$ cat src/shared/bwl_map.svh
// Register offsets, reset values and field positions
`ifndef BWL_MAP_SVH
`define BWL_MAP_SVH
`define BWL_OFS_BUSNUM 8'h18
`define BWL_OFS_SUB 8'h1A
`define BWL_OFS_LAT 8'h1B
`define BWL_OFS_MB0 8'h1C
`define BWL_OFS_ML0 8'h20
`define BWL_OFS_MB1 8'h24
`define BWL_OFS_ML1 8'h28
`define BWL_RST_BYTE 8'h00
`define BWL_RST_WIN 20'h00000
`define BWL_RD_ZERO 32'h00000000
`define BWL_WIN_LSB 12
`define BWL_LOW_ZERO 12'h000
`define BWL_LOW_FILL 12'hFFF
`define BWL_LAT_MIN 8'h20
`define BWL_CCLK_DIV 8
`endif

$ cat src/shared/bwl_pkg.sv
// Types and window decode functions
package bwl_pkg;
    `include "bwl_map.svh"
    typedef logic [7:0] bwl_byte_t;
    typedef logic [19:0] bwl_win_t;
    typedef enum logic [1:0] {BWL_IDLE, BWL_RUN, BWL_EXPIRED} bwl_lat_st_t;

    function automatic logic bwl_win_open(bwl_win_t lo, bwl_win_t hi);
        return (lo != '0) || (hi != '0);
    endfunction

    function automatic logic bwl_in_win(logic [31:0] a, bwl_win_t lo, bwl_win_t hi);
        return (a >= {lo, `BWL_LOW_ZERO}) && (a <= {hi, `BWL_LOW_FILL});
    endfunction
endpackage
$ cat src/shared/bwl_if.sv
// Carriers between the register block and its helpers
`timescale 1ns/1ns
interface bwl_lat_if
    import bwl_pkg::*;
();
    logic start;
    logic busy;
    logic dphase_done;
    logic tick;
    bwl_byte_t limit;
    logic term_req;
    logic last_phase;
    modport ctl(output start, busy, dphase_done, tick, limit, input term_req, last_phase);
    modport tmr(input start, busy, dphase_done, tick, limit, output term_req, last_phase);
endinterface

interface bwl_win_if
    import bwl_pkg::*;
();
    bwl_win_t lo0;
    bwl_win_t hi0;
    bwl_win_t lo1;
    bwl_win_t hi1;
    logic [1:0] pf_sel;
    logic pri_valid;
    logic [31:0] pri_addr;
    logic sec_valid;
    logic [31:0] sec_addr;
    logic claim;
    logic win;
    logic pf;
    logic up;
    modport src(output lo0, hi0, lo1, hi1, pf_sel, pri_valid, pri_addr, sec_valid, sec_addr,
                input claim, win, pf, up);
    modport dec(input lo0, hi0, lo1, hi1, pf_sel, pri_valid, pri_addr, sec_valid, sec_addr,
                output claim, win, pf, up);
endinterface

$ cat src/design/bwl_bridge_regs.sv
// Bus number, latency timer and memory window registers of the bridge
`timescale 1ns/1ns
`include "bwl_map.svh"

// Notes on behaviour
// RULE1: A primary configuration cycle is forwarded when its bus lies from the secondary up to the subordinate bus.
// RULE2: Every bridge function keeps its own subordinate bus number, untouched by writes to another function.
// RULE3: When the bridge starts a secondary initiator frame, a counter loads the latency value and counts CCLK cycles.
// RULE4: If that counter runs out while the transaction is still going, the next completed data phase is the last.
// RULE5: Software should program the latency value to at least 20h so most transactions finish first.
// RULE6: Base and limit registers hold writable address bits 31 to 12, placing windows on 4-Kbyte boundaries.
// RULE7: Bits 11 to 0 of base and limit registers read zero and ignore writes.
// RULE8: A memory window claims cycles only while its base or its limit is nonzero.
// RULE9: Windows 0 and 1 are prefetchable or not by two separate select bits of bridge control.
// RULE10: Each window both passes primary cycles down and decides which secondary cycles go up.
// RULE11: An address is inside a window when not below the base and not above the limit padded with ones.
module bwl_bridge_regs
    import bwl_pkg::*;
#(
    parameter int NF = 2,
    parameter int FW = (NF > 1) ? $clog2(NF) : 1,
    parameter int unsigned CCLK_DIV = `BWL_CCLK_DIV
)
(
    input wire logic clk,
    input wire logic reset,
    input wire logic cfg_wr,
    input wire logic cfg_rd,
    input wire logic [FW-1:0] cfg_func,
    input wire logic [7:0] cfg_addr,
    input wire logic [3:0] cfg_be,
    input wire logic [31:0] cfg_wdata,
    output logic [31:0] cfg_rdata,
    output logic cfg_rd_ack,
    input wire logic [7:0] pri_bus_num,
    input wire logic [NF-1:0][7:0] sec_bus_num,
    input wire logic cfgc_valid,
    input wire logic [7:0] cfgc_bus,
    output logic [NF-1:0] cfgc_fwd,
    output logic [NF-1:0] cfgc_type0,
    input wire logic [NF-1:0][1:0] bridge_pf_sel,
    input wire logic pri_mem_valid,
    input wire logic [31:0] pri_mem_addr,
    output logic [NF-1:0] pri_mem_claim,
    output logic [NF-1:0] pri_mem_win,
    output logic [NF-1:0] pri_mem_pf,
    input wire logic [NF-1:0] sec_mem_valid,
    input wire logic [NF-1:0][31:0] sec_mem_addr,
    output logic [NF-1:0] sec_mem_up,
    input wire logic [NF-1:0] init_start,
    input wire logic [NF-1:0] init_busy,
    input wire logic [NF-1:0] init_dphase_done,
    output logic [NF-1:0] init_term_req,
    output logic [NF-1:0] init_last_phase,
    output logic cclk_tick
);
    bwl_byte_t sub_reg [NF];
    bwl_byte_t sub_next [NF];
    bwl_byte_t lat_reg [NF];
    bwl_byte_t lat_next [NF];
    bwl_win_t lo_reg [NF][2];
    bwl_win_t lo_next [NF][2];
    bwl_win_t hi_reg [NF][2];
    bwl_win_t hi_next [NF][2];
    logic [31:0] rdata_reg, rdata_next;
    logic ack_reg, ack_next;
    logic [NF-1:0] fwd_reg, fwd_next;
    logic [NF-1:0] t0_reg, t0_next;
    logic [7:0] div_reg, div_next;
    logic tick_reg, tick_next;
    logic func_ok;
    logic [7:0] word_addr;

    // Byte lane of a register at a byte offset
    function automatic logic byte_hit(logic [7:0] a, logic [3:0] be, logic [7:0] ofs);
        return (a[7:2] == ofs[7:2]) && be[ofs[1:0]];
    endfunction

    function automatic bwl_byte_t lane_byte(logic [31:0] d, logic [7:0] ofs);
        return d[ofs[1:0]*8 +: 8];
    endfunction

    // Byte-enabled write keeping only the address bits
    function automatic bwl_win_t win_wr(bwl_win_t cur, logic [3:0] be, logic [31:0] d);
        logic [31:0] v;
        v = {cur, `BWL_LOW_ZERO};
        for (int i = 0; i < 4; i++) begin
            if (be[i]) begin
                v[i*8 +: 8] = d[i*8 +: 8];
            end
        end
        return v[31:`BWL_WIN_LSB];
    endfunction

    assign func_ok = (int'(cfg_func) < NF);
    assign word_addr = {cfg_addr[7:2], 2'b00};

    // Register writes
    always_comb begin
        for (int f = 0; f < NF; f++) begin
            sub_next[f] = sub_reg[f];
            lat_next[f] = lat_reg[f];
            for (int k = 0; k < 2; k++) begin
                lo_next[f][k] = lo_reg[f][k];
                hi_next[f][k] = hi_reg[f][k];
            end
        end
        if (cfg_wr && func_ok) begin
            if (byte_hit(cfg_addr, cfg_be, `BWL_OFS_SUB)) begin
                sub_next[cfg_func] = lane_byte(cfg_wdata, `BWL_OFS_SUB); // RULE2
            end
            if (byte_hit(cfg_addr, cfg_be, `BWL_OFS_LAT)) begin
                lat_next[cfg_func] = lane_byte(cfg_wdata, `BWL_OFS_LAT);
            end
            case (word_addr)
                `BWL_OFS_MB0: begin
                    lo_next[cfg_func][0] = win_wr(lo_reg[cfg_func][0], cfg_be, cfg_wdata); // RULE6
                end
                `BWL_OFS_ML0: begin
                    hi_next[cfg_func][0] = win_wr(hi_reg[cfg_func][0], cfg_be, cfg_wdata); // RULE6
                end
                `BWL_OFS_MB1: begin
                    lo_next[cfg_func][1] = win_wr(lo_reg[cfg_func][1], cfg_be, cfg_wdata); // RULE6
                end
                `BWL_OFS_ML1: begin
                    hi_next[cfg_func][1] = win_wr(hi_reg[cfg_func][1], cfg_be, cfg_wdata); // RULE6
                end
                default: begin
                end
            endcase
        end
    end

    // Register reads
    always_comb begin
        rdata_next = `BWL_RD_ZERO;
        ack_next = cfg_rd;
        if (cfg_rd && func_ok) begin
            case (word_addr)
                `BWL_OFS_BUSNUM: begin
                    rdata_next = {lat_reg[cfg_func], sub_reg[cfg_func], sec_bus_num[cfg_func], pri_bus_num};
                end
                `BWL_OFS_MB0: begin
                    rdata_next = {lo_reg[cfg_func][0], `BWL_LOW_ZERO}; // RULE7
                end
                `BWL_OFS_ML0: begin
                    rdata_next = {hi_reg[cfg_func][0], `BWL_LOW_ZERO}; // RULE7
                end
                `BWL_OFS_MB1: begin
                    rdata_next = {lo_reg[cfg_func][1], `BWL_LOW_ZERO}; // RULE7
                end
                `BWL_OFS_ML1: begin
                    rdata_next = {hi_reg[cfg_func][1], `BWL_LOW_ZERO}; // RULE7
                end
                default: begin
                    rdata_next = `BWL_RD_ZERO;
                end
            endcase
        end
    end

    // Configuration cycle forwarding
    always_comb begin
        for (int f = 0; f < NF; f++) begin
            fwd_next[f] = cfgc_valid && (cfgc_bus != pri_bus_num) // RULE1
                && (cfgc_bus >= sec_bus_num[f]) && (cfgc_bus <= sub_reg[f]);
            t0_next[f] = fwd_next[f] && (cfgc_bus == sec_bus_num[f]);
        end
    end

    // CCLK rate enable
    always_comb begin
        tick_next = (div_reg == 8'(CCLK_DIV - 1));
        div_next = tick_next ? '0 : div_reg + 8'h01;
    end

    always_ff @(posedge clk) begin
        if (reset) begin
            for (int f = 0; f < NF; f++) begin
                sub_reg[f] <= `BWL_RST_BYTE;
                lat_reg[f] <= `BWL_RST_BYTE;
                for (int k = 0; k < 2; k++) begin
                    lo_reg[f][k] <= `BWL_RST_WIN;
                    hi_reg[f][k] <= `BWL_RST_WIN;
                end
            end
            rdata_reg <= `BWL_RD_ZERO;
            ack_reg <= 1'b0;
            fwd_reg <= '0;
            t0_reg <= '0;
            div_reg <= `BWL_RST_BYTE;
            tick_reg <= 1'b0;
        end else begin
            sub_reg <= sub_next;
            lat_reg <= lat_next;
            lo_reg <= lo_next;
            hi_reg <= hi_next;
            rdata_reg <= rdata_next;
            ack_reg <= ack_next;
            fwd_reg <= fwd_next;
            t0_reg <= t0_next;
            div_reg <= div_next;
            tick_reg <= tick_next;
        end
    end

    assign cfg_rdata = rdata_reg;
    assign cfg_rd_ack = ack_reg;
    assign cfgc_fwd = fwd_reg;
    assign cfgc_type0 = t0_reg;
    assign cclk_tick = tick_reg;

    // Per-function timer and window decode
    for (genvar g = 0; g < NF; g++) begin : gen_func
        bwl_lat_if lif();
        bwl_win_if wif();
        assign lif.start = init_start[g];
        assign lif.busy = init_busy[g];
        assign lif.dphase_done = init_dphase_done[g];
        assign lif.tick = tick_reg; // RULE3
        assign lif.limit = lat_reg[g];
        assign init_term_req[g] = lif.term_req;
        assign init_last_phase[g] = lif.last_phase;
        assign wif.lo0 = lo_reg[g][0];
        assign wif.hi0 = hi_reg[g][0];
        assign wif.lo1 = lo_reg[g][1];
        assign wif.hi1 = hi_reg[g][1];
        assign wif.pf_sel = bridge_pf_sel[g];
        assign wif.pri_valid = pri_mem_valid;
        assign wif.pri_addr = pri_mem_addr;
        assign wif.sec_valid = sec_mem_valid[g];
        assign wif.sec_addr = sec_mem_addr[g];
        assign pri_mem_claim[g] = wif.claim;
        assign pri_mem_win[g] = wif.win;
        assign pri_mem_pf[g] = wif.pf;
        assign sec_mem_up[g] = wif.up;

        bwl_lat_timer u_lat (
            .clk(clk),
            .reset(reset),
            .t(lif.tmr)
        );

        bwl_win_decode u_win (
            .clk(clk),
            .reset(reset),
            .w(wif.dec)
        );
    end
endmodule

$ cat src/design/bwl_lat_timer.sv
// Initiator latency timer for one secondary bus
`timescale 1ns/1ns
module bwl_lat_timer
    import bwl_pkg::*;
(
    input wire logic clk,
    input wire logic reset,
    bwl_lat_if.tmr t
);
    bwl_lat_st_t state_reg, state_next;
    bwl_byte_t cnt_reg, cnt_next;
    logic term_reg, term_next;
    logic last_reg, last_next;

    always_comb begin
        state_next = state_reg;
        cnt_next = cnt_reg;
        last_next = 1'b0;
        case (state_reg)
            BWL_IDLE: begin
                if (t.start) begin
                    cnt_next = t.limit; // RULE3
                    state_next = (t.limit == '0) ? BWL_EXPIRED : BWL_RUN;
                end
            end
            BWL_RUN: begin
                if (!t.busy) begin
                    state_next = BWL_IDLE;
                end else if (t.tick) begin
                    cnt_next = cnt_reg - 8'h01; // RULE3
                    if (cnt_reg <= 8'h01) begin
                        cnt_next = '0;
                        state_next = BWL_EXPIRED;
                    end
                end
            end
            BWL_EXPIRED: begin
                if (!t.busy) begin
                    state_next = BWL_IDLE;
                end else if (t.dphase_done) begin
                    last_next = 1'b1; // RULE4
                    state_next = BWL_IDLE;
                end
            end
            default: begin
                state_next = BWL_IDLE;
            end
        endcase
        term_next = (state_next == BWL_EXPIRED); // RULE4
    end

    always_ff @(posedge clk) begin
        if (reset) begin
            state_reg <= BWL_IDLE;
            cnt_reg <= `BWL_RST_BYTE;
            term_reg <= 1'b0;
            last_reg <= 1'b0;
        end else begin
            state_reg <= state_next;
            cnt_reg <= cnt_next;
            term_reg <= term_next;
            last_reg <= last_next;
        end
    end

    assign t.term_req = term_reg;
    assign t.last_phase = last_reg;
endmodule

$ cat src/design/bwl_win_decode.sv
// Memory window decode for both directions of one function
`timescale 1ns/1ns
module bwl_win_decode
    import bwl_pkg::*;
(
    input wire logic clk,
    input wire logic reset,
    bwl_win_if.dec w
);
    logic claim_reg, claim_next;
    logic win_reg, win_next;
    logic pf_reg, pf_next;
    logic up_reg, up_next;
    logic open0, open1, p0, p1, s0, s1;

    always_comb begin
        open0 = bwl_win_open(w.lo0, w.hi0); // RULE8
        open1 = bwl_win_open(w.lo1, w.hi1); // RULE8
        p0 = w.pri_valid && open0 && bwl_in_win(w.pri_addr, w.lo0, w.hi0); // RULE11
        p1 = w.pri_valid && open1 && bwl_in_win(w.pri_addr, w.lo1, w.hi1); // RULE11
        s0 = open0 && bwl_in_win(w.sec_addr, w.lo0, w.hi0);
        s1 = open1 && bwl_in_win(w.sec_addr, w.lo1, w.hi1);
        claim_next = p0 || p1; // RULE10
        win_next = !p0 && p1;
        pf_next = p0 ? w.pf_sel[0] : (p1 && w.pf_sel[1]); // RULE9
        up_next = w.sec_valid && !(s0 || s1); // RULE10
    end

    always_ff @(posedge clk) begin
        if (reset) begin
            claim_reg <= 1'b0;
            win_reg <= 1'b0;
            pf_reg <= 1'b0;
            up_reg <= 1'b0;
        end else begin
            claim_reg <= claim_next;
            win_reg <= win_next;
            pf_reg <= pf_next;
            up_reg <= up_next;
        end
    end

    assign w.claim = claim_reg;
    assign w.win = win_reg;
    assign w.pf = pf_reg;
    assign w.up = up_reg;
endmodule

$ cat config.mk
export PLATFORM = sky130hd
export DESIGN_NAME = bwl_bridge_regs
export DESIGN_NICKNAME = d
export VERILOG_FILES = /design/src/shared/bwl_pkg.sv /design/src/shared/bwl_if.sv /design/src/design/bwl_bridge_regs.sv /design/src/design/bwl_lat_timer.sv /design/src/design/bwl_win_decode.sv
export VERILOG_INCLUDE_DIRS = /design/src /design/src/shared
export SDC_FILE = /design/constraint.sdc
export NUM_CORES = 1
export LEC_CHECK = 0
export BUFFER_PORTS_ARGS = -buffer_cell sky130_fd_sc_hd__buf_2
export CAP_MARGIN = 10
export CORE_UTILIZATION = 40
export DETAILED_ROUTE_END_ITERATION = 8
export HOLD_SLACK_MARGIN = 0.05
export PLACE_DENSITY_LB_ADDON = 0.25
export REMOVE_ABC_BUFFERS = 1
export SLEW_MARGIN = 10
export SYNTH_ARGS = -nofsm -noshare
export SYNTH_HDL_FRONTEND = slang
export SYNTH_SLANG_ARGS = --single-unit
$ cat constraint.sdc
create_clock -name clk -period 4.1 [get_ports clk]
set_clock_uncertainty 0.15 [all_clocks]
set_input_delay 0.205 -clock clk [delete_from_list [all_inputs] [get_ports clk]]
set_output_delay 0.205 -clock clk [all_outputs]
set_load 0.02 [all_outputs]
==> reports/metrics.csv, run 1 <==
stage,metric,value,unit
cells_and_area,area of the multi-input gates,14300,um2
global_routing,pin count of the biggest net entering global routing,127,
global_routing,via count of the first global-routing pass,20900,
drt,detailed-route wire length,81600,um
cells_and_area,synth-to-layout area growth,16.6,%
power,Pwr Density,286,nW/um2
cells_and_area,Sequential cell area,5410,um2
clock_network,Sinks on Clock Net,270,
critical_path,Reg2Reg Setup Slack,0.63,ns
critical_path,worst-path fanout max,4,
power,leakage power total,9.86,nW
floorplanning,core area,51600,um2
cells_and_area,proportion of layout cells with a drive suffix above 1,0.113,
clock_network,maximum buffer depth of the clock tree,3,
critical_path,end of the worst register-to-register path,gen_func[1].u_win.w.pf,
drt,WL/cell,22.0,um
drt,count of antenna-violating nets left after detailed routing,0,
critical_path,crit path to,gen_func[1].u_win.w.pf,
clock_network,H-tree levels,2,
yosys,number of enable flip-flop cells after synthesis,0,
floorplanning,Core Rows,83,
cells_and_area,layout filler cell count,5047,
timing,total count of max-transition violations in the final report,0,
critical_path,slowest cell delay on critical path,0.55,ns
placed_design,HPWL after detailed placement,63300,um
timing,final critical-path share of the clock period,0.848,
critical_path,endpoint kind of the worst setup timing path,flop,
clock_network,"Clk pin slew, worst setup/hold paths",0.06,ns
yosys,"Warnings, synthesis",0,
drt,number of violations reported at the end of detailed-routing iteration 0,2129,
cells_and_area,Antenna Cells,0,
yosys,post-synthesis cell area,21000,um2
drt,detailed-route DRC error count,0,
yosys,number of cells produced by synthesis,2779,
clock_network,clock tree from TritonCTS,built,
min_path,type of the most critical hold path,in -> reg,
yosys,#FFs+latches synth,270,
placed_design,GP Congestion,1.03,
critical_path,Crit-path slowest cell,sky130_fd_sc_hd__dlygate4sd3_1,
floorplanning,horizontal die dimension,231,um
timing,clock period minus worst slack,3.47,ns
critical_path,most prevalent standard cell on the critical path,sky130_fd_sc_hd__a211oi_1,
critical_path,startpoint of the most critical setup path,gen_func[1].wif.lo0[13],
job,max-cap violation count,0,
timing,total negative setup slack,0,ns
drt,DR pass1 iterations,6,
clock_network,clock latency reported for the late side of the worst-skew pair,0.57,ns
global_routing,global routing usage summed across all routing layers,0.300,
timing,setup repair after global routing missed its margin,no,
cells_and_area,number of nets in the layout,3544,
critical_path,sequence of cells on the critical path,"inv_1, ha_1, and4_2, nand3_1, a211oi_1, nor4b_1, a211oi_1, nand2b_1, o2bb2ai_2, dlygate4sd3_1",
drt,drt via density,5.92,
yosys,main flop type after synthesis,sky130_fd_sc_hd__dfxtp_1,
floorplanning,initial cell density of the core,0.407,
critical_path,"Data required, critical path",4.45,ns
run_status,status,"complete, no violations",
clock_network,count of instances resized after the clock tree is built,0,
critical_path,number of logic stages on the critical path including buffering,10,
yosys,distinct cell type count of the synthesized netlist,77,
global_routing,antenna violations before repair,2,
yosys,share of synthesized area occupied by flip-flops and latches,0.257,
placed_design,# placed instances,3581,
clock_network,clock root buffer,sky130_fd_sc_hd__clkbuf_16,
timing,Rel. slew slack,0.288,
timing,highest achievable clock rate,288,MHz
cells_and_area,"count of placed standard cells in the final layout, fillers left out",3701,
yosys,average instance area after synthesis,7.56,um2
critical_path,Critical Path Start Type,flop,
power,Max IR drop VDD,0.240,mV
clock_network,TritonCTS Buffers,36,
critical_path,critical register-to-register path startpoint,gen_func[1].wif.lo0[13],
critical_path,arrival time at the worst endpoint,3.82,ns
drt,via count,21900,
critical_path,sum of buffers and inverters on the critical path,2,
critical_path,number of cell instances on the worst register-to-register path,10,
floorplanning,vertical die dimension,231,um
placed_design,IO buf count,225,
timing,final setup fails,0,
timing,slew at the pin closest to its max-slew limit,1.07,ns
critical_path,"Largest delay share family, worst path",compound AO/OA/AOI/OAI gates,
yosys,async set or reset register ratio after synthesis,0,
floorplanning,boundary pin count,241,
timing,"Hold Violations, Final",0,
floorplanning,DIE AREA,53400,um2
global_routing,wire length of the first global-routing pass,122000,um
critical_path,kind of critical path,reg -> reg,
global_routing,total grt overflow,0,
-- metal layers --
metal / vias to the layer above / routed length (um) / global-route usage
met4: 2 / 3950 / 0.145
met5: - / 8 / 0
li1: 10300 / - / -
met3: 207 / 7220 / 0.0448
met1: 10400 / 34400 / 0.397
met2: 986 / 36000 / 0.476
-- placed cells by master (no fill, tap or decap), types with 38 or more instances in the layout --
master	n
sky130_fd_sc_hd__nand4_1	85
sky130_fd_sc_hd__o211ai_1	52
sky130_fd_sc_hd__nor2_1	341
sky130_fd_sc_hd__inv_1	201
sky130_fd_sc_hd__dfxtp_1	270
sky130_fd_sc_hd__nor4_1	61
sky130_fd_sc_hd__a211oi_1	39
sky130_fd_sc_hd__dlygate4sd3_1	57
sky130_fd_sc_hd__nand2_1	346
sky130_fd_sc_hd__mux2i_1	38
sky130_fd_sc_hd__a21oi_1	282
sky130_fd_sc_hd__o21ai_0	167
sky130_fd_sc_hd__a21o_1	74
sky130_fd_sc_hd__buf_2	223
sky130_fd_sc_hd__ha_1	357
-- synth_stat cells, types with 9 or more instances --
master / instances / area (um2)
sky130_fd_sc_hd__a211oi_1: 39 / 293
sky130_fd_sc_hd__a21o_1: 74 / 556
sky130_fd_sc_hd__a21oi_1: 282 / 1410
sky130_fd_sc_hd__a221oi_1: 9 / 78.8
sky130_fd_sc_hd__a22oi_1: 31 / 233
sky130_fd_sc_hd__a31oi_1: 22 / 138
sky130_fd_sc_hd__and3_1: 14 / 87.6
sky130_fd_sc_hd__and4_1: 13 / 114
sky130_fd_sc_hd__buf_1: 12 / 45.0
sky130_fd_sc_hd__buf_2: 9 / 45.0
sky130_fd_sc_hd__buf_4: 12 / 90.1
sky130_fd_sc_hd__clkbuf_1: 96 / 360
sky130_fd_sc_hd__dfxtp_1: 270 / 5410
sky130_fd_sc_hd__ha_1: 357 / 4470
sky130_fd_sc_hd__inv_1: 201 / 754
sky130_fd_sc_hd__mux2_2: 10 / 113
sky130_fd_sc_hd__mux2i_1: 38 / 380
sky130_fd_sc_hd__nand2_1: 346 / 1300
sky130_fd_sc_hd__nand2b_1: 35 / 219
sky130_fd_sc_hd__nand3_1: 29 / 145
sky130_fd_sc_hd__nand4_1: 85 / 532
sky130_fd_sc_hd__nor2_1: 341 / 1280
sky130_fd_sc_hd__nor2b_1: 35 / 219
sky130_fd_sc_hd__nor3_1: 22 / 110
sky130_fd_sc_hd__nor4_1: 61 / 382
sky130_fd_sc_hd__o211ai_1: 52 / 390
sky130_fd_sc_hd__o21a_1: 16 / 120
sky130_fd_sc_hd__o21ai_0: 167 / 836
sky130_fd_sc_hd__xnor2_1: 11 / 96.3
-- report_power, final --
part	leakage, nW	total, mW	internal, mW	switching (mW)
clock network	0.585	3.27	1.97	1.30
logic	7.09	1.07	0.417	0.656
registers	2.18	2.66	2.64	0.0157
total	9.86	7.00	5.03	1.97
-- cells by family (layout without fill, tap and decap cells) --
group,after synthesis,in the layout,share of synthesized area
compound gates,736,736,0.212
xor+xnor,17,17,0.00709
fa+ha+maj,357,357,0.213
buf+inv,332,574,0.0625
flops,270,270,0.257
mux,48,48,0.0235
simple gates,1019,1019,0.224
-- stage by stage --
step                 util  hold WS [ns]  area [um2]  setup WS [ns]  total power [mW]
detailed placement  0.440         0.272       22700           1.16              3.72
floorplan               -         0.124       20400           1.07              3.23
global placement    0.440         0.272       22700           1.17              3.67
global route        0.474        0.0934       24500          0.518              7.26
CTS                 0.474        0.0576       24500          0.747              7.02
finish              0.474        0.0766       24500          0.625              7.00
-- final cells by class --
| type | instances | share of cell area |
|---|---|---|
| multi-input combinational | 2177 | 0.584 |
| inverter | 202 | 0.0310 |
| sequential | 270 | 0.221 |
| clock inverter | 9 | 0.00680 |
| clock buffer | 54 | 0.0429 |
| timing repair buffer | 309 | 0.0796 |
| tap | 680 | 0.0348 |
-- worst min path at each step --
stage | start | end | cells past startpoint
6_report | sec_bus_num[5] | cfgc_fwd[0] | 5
5_1_grt | sec_bus_num[5] | cfgc_fwd[0] | 5
4_1_cts | cfg_be[2] | gen_func[1].wif.hi0[6] | 5
3_5_place_dp | bridge_pf_sel[3] | gen_func[1].u_win.w.pf | 2
3_3_place_gp | bridge_pf_sel[3] | gen_func[1].u_win.w.pf | 2
2_1_floorplan | reset | gen_func[0].wif.hi0[0] | 1
-- repair_timing --
action	4_1_cts	5_1_grt
buffers inserted	0	0
hold buffers	57	0
hold endpoints to repair	129	0
-- worst min-delay path, cell delays in order --
cell                       delay (ns)
sky130_fd_sc_hd__buf_2           0.07
sky130_fd_sc_hd__inv_1           0.04
sky130_fd_sc_hd__ha_1            0.19
sky130_fd_sc_hd__o211ai_1        0.16
sky130_fd_sc_hd__a211oi_1        0.07
Note: power is estimated with default switching activity, not from simulation.
==> run 2: changes to the inputs <==
==> constraint.sdc (replaced) <==
create_clock -name clk -period 3.2 [get_ports clk]
set_clock_uncertainty 0.15 [all_clocks]
set_input_delay 0.16 -clock clk [delete_from_list [all_inputs] [get_ports clk]]
set_output_delay 0.16 -clock clk [all_outputs]
set_load 0.02 [all_outputs]
==> run 2 against run 1 <==
Effect of this change:
- worst setup slack lost 0.62 ns
- final area grew 2.1%
- sequential cell count is the same
- sequential power grew 28%
- die area is the same
- clock power grew 29%
- maximum frequency grew 8.9%
- first-iteration DRC count shrank 6.7%
- largest power group unchanged
==> reports/metrics.csv, run 2 (synthesized netlist as in run 1, its figures left out) <==
stage,metric,value,unit,change
run_status,status,"complete, no violations",,unchanged
critical_path,most prevalent standard cell on the critical path,sky130_fd_sc_hd__a21o_1,,was sky130_fd_sc_hd__a211oi_1
timing,total count of max-transition violations in the final report,0,,unchanged
power,Max IR drop VDD,0.300,mV,was 0.240 mV
timing,smallest setup slack after layout,0.00774,ns,was 0.625 ns
critical_path,Critical Path Start Type,flop,,unchanged
drt,drt via density,5.86,,was 5.92
critical_path,critical register-to-register path startpoint,gen_func[0].wif.hi1[9],,was gen_func[1].wif.lo0[13]
clock_network,"Clk pin slew, worst setup/hold paths",0.06,ns,about the same
critical_path,worst-path fanout max,3,,was 4
global_routing,total grt overflow,0,,unchanged
drt,number of violations reported at the end of detailed-routing iteration 0,1987,,was 2129
timing,worst hold margin,0.0910,ns,was 0.0766 ns
critical_path,Crit-path slowest cell,sky130_fd_sc_hd__dlygate4sd3_1,,unchanged
min_path,hold path cells,5,,unchanged
floorplanning,Core Rows,83,,unchanged
placed_design,# placed instances,3641,,was 3581
timing,"Hold Violations, Final",0,,unchanged
placed_design,IO buf count,225,,unchanged
floorplanning,initial cell density of the core,0.407,,unchanged
cells_and_area,"count of placed standard cells in the final layout, fillers left out",3770,,was 3701
cells_and_area,fin util,0.484,,was 0.474
clock_network,clock root buffer,sky130_fd_sc_hd__clkbuf_16,,unchanged
critical_path,startpoint of the most critical setup path,gen_func[0].wif.hi1[9],,was gen_func[1].wif.lo0[13]
placed_design,GP Congestion,0.981,,was 1.03
critical_path,number of cell instances on the worst register-to-register path,10,,unchanged
critical_path,sum of buffers and inverters on the critical path,2,,unchanged
critical_path,slowest cell delay on critical path,0.55,ns,about the same
floorplanning,DIE AREA,53400,um2,unchanged
global_routing,via count of the first global-routing pass,21000,,was 20900
cells_and_area,"most common cell after layout, fill and taps aside",sky130_fd_sc_hd__ha_1,,unchanged
clock_network,TritonCTS Buffers,36,,unchanged
power,Comb power frac,0.156,,was 0.153
clock_network,clock latency reported for the late side of the worst-skew pair,0.57,ns,about the same
drt,count of antenna-violating nets left after detailed routing,0,,unchanged
timing,final setup fails,0,,unchanged
floorplanning,vertical die dimension,231,um,unchanged
job,max-cap violation count,0,,unchanged
min_path,type of the most critical hold path,in -> reg,,unchanged
critical_path,number of logic stages on the critical path including buffering,10,,unchanged
critical_path,"Data required, critical path",3.55,ns,was 4.45 ns
power,Pwr Density,361,nW/um2,was 286 nW/um2
placed_design,HPWL after detailed placement,67600,um,was 63300 um
critical_path,Reg2Reg Setup Slack,0.008,ns,was 0.63 ns
floorplanning,boundary pin count,241,,unchanged
timing,total negative setup slack,0,ns,unchanged
drt,detailed-route wire length,85700,um,was 81600 um
timing,slew at the pin closest to its max-slew limit,1.21,ns,was 1.07 ns
timing,setup repair after global routing missed its margin,no,,unchanged
power,fraction of power spent switching nets,0.286,,was 0.282
critical_path,sequence of cells on the critical path,"inv_1, ha_1, a21o_1, a21o_1, a21oi_1, nand2_1, o21ai_0, nand4_1, mux2i_1, dlygate4sd3_1",,"was inv_1, ha_1, and4_2, nand3_1, a211oi_1, nor4b_1, a211oi_1, nand2b_1, o2bb2ai_2, dlygate4sd3_1"
power,switching power total,2.58,mW,was 1.97 mW
placed_design,pre-CTS setup slack,0.404,ns,was 1.16 ns
floorplanning,core area,51600,um2,unchanged
timing,highest achievable clock rate,313,MHz,was 288 MHz
clock_network,clock tree from TritonCTS,built,,unchanged
cells_and_area,area of the multi-input gates,14300,um2,about the same
cells_and_area,Sequential cell area,5410,um2,unchanged
critical_path,"Largest delay share family, worst path",compound AO/OA/AOI/OAI gates,,unchanged
floorplanning,horizontal die dimension,231,um,unchanged
timing,final critical-path share of the clock period,0.998,,was 0.848
global_routing,wire length of the first global-routing pass,128000,um,was 122000 um
power,Clk pwr share,0.467,,about the same
clock_network,Sinks on Clock Net,270,,unchanged
cells_and_area,proportion of layout cells with a drive suffix above 1,0.133,,was 0.113
power,leakage power total,10.2,nW,was 9.86 nW
clock_network,maximum buffer depth of the clock tree,3,,unchanged
critical_path,kind of critical path,reg -> reg,,unchanged
critical_path,endpoint kind of the worst setup timing path,flop,,unchanged
drt,via count,22100,,was 21900
power,internal power,6.45,mW,was 5.03 mW
global_routing,global routing usage summed across all routing layers,0.316,,was 0.300
critical_path,end of the worst register-to-register path,gen_func[0].u_win.w.pf,,was gen_func[1].u_win.w.pf
timing,clock period minus worst slack,3.19,ns,was 3.47 ns
cells_and_area,synth-to-layout area growth,19.0,%,was 16.6%
critical_path,crit path to,gen_func[0].u_win.w.pf,,was gen_func[1].u_win.w.pf
global_routing,pin count of the biggest net entering global routing,123,,was 127
power,portion of total power attributed to sequential cells,0.377,,was 0.379
critical_path,arrival time at the worst endpoint,3.54,ns,was 3.82 ns
drt,DR pass1 iterations,5,,was 6
drt,detailed-route DRC error count,0,,unchanged
cells_and_area,layout filler cell count,5118,,was 5047
global_routing,antenna violations before repair,2,,unchanged
drt,WL/cell,22.7,um,was 22.0 um
cells_and_area,most frequent cells in the layout,"sky130_fd_sc_hd__ha_1 (357), sky130_fd_sc_hd__nand2_1 (346), sky130_fd_sc_hd__nor2_1 (341)",,unchanged
cells_and_area,number of nets in the layout,3611,,was 3544
timing,Rel. slew slack,0.186,,was 0.288
clock_network,H-tree levels,2,,unchanged
[run 2: cell type report]
cell class                      count  area share
Multi-Input combinational cell   2177       0.572
Clock buffer                       47      0.0397
Antenna cell                        1    0.000100
Clock inverter                     17     0.00856
Inverter                          202      0.0303
Sequential cell                   270       0.216
Timing Repair Buffer              376      0.0987
Tap cell                          680      0.0340
[run 2: tightest hold or removal path, cell delays in order]
cell                      delay (ns)
sky130_fd_sc_hd__buf_2          0.23
sky130_fd_sc_hd__nor2_1         0.15
sky130_fd_sc_hd__nor2_1         0.08
sky130_fd_sc_hd__nand2_1        0.07
sky130_fd_sc_hd__a21oi_1        0.05
[run 2: routing by layer]
layer / vias up / track usage / routed length (um)
li1: 10500 / - / -
met1: 10500 / 0.420 / 37500
met2: 928 / 0.490 / 37000
met3: 181 / 0.0650 / 7150
met4: 0 / 0.139 / 4070
met5: - / 0 / 0
[run 2: worst min path at each step]
stage,startpoint,endpoint,slack (ns)
6_report,cfg_be[1],gen_func[1].wif.hi0[1],0.09
5_1_grt,cfg_be[1],gen_func[1].wif.hi0[1],0.1
4_1_cts,cfg_be[1],gen_func[1].wif.hi0[1],0.07
3_5_place_dp,bridge_pf_sel[3],gen_func[1].u_win.w.pf,0.23
3_3_place_gp,bridge_pf_sel[3],gen_func[1].u_win.w.pf,0.23
2_1_floorplan,reset,gen_func[0].wif.hi0[0],0.08
[run 2: metrics by stage]
step           instance area [um2]  power (mW)
2_1_floorplan                20400        4.14
3_3_place_gp                 23100        4.75
3_5_place_dp                 23100        4.79
4_1_cts                      25000        9.05
5_1_grt                      25000        9.35
6_report                     25000        9.02
[run 2: power groups by stage]
stage,Clock [mW],Sequential (mW),Combinational [mW]
finish,4.22,3.40,1.40
global route,4.40,3.40,1.55
CTS,4.27,3.40,1.38
detailed placement,0,3.48,1.31
global placement,0,3.48,1.28
floorplan,0,3.48,0.659
[run 2: timing repair]
item | CTS | global route
setup buffers | 0 | 1
hold endpoints to repair | 161 | 0
gates resized for setup | 0 | 2
setup endpoints to repair | 0 | 1
hold buffers | 63 | 0
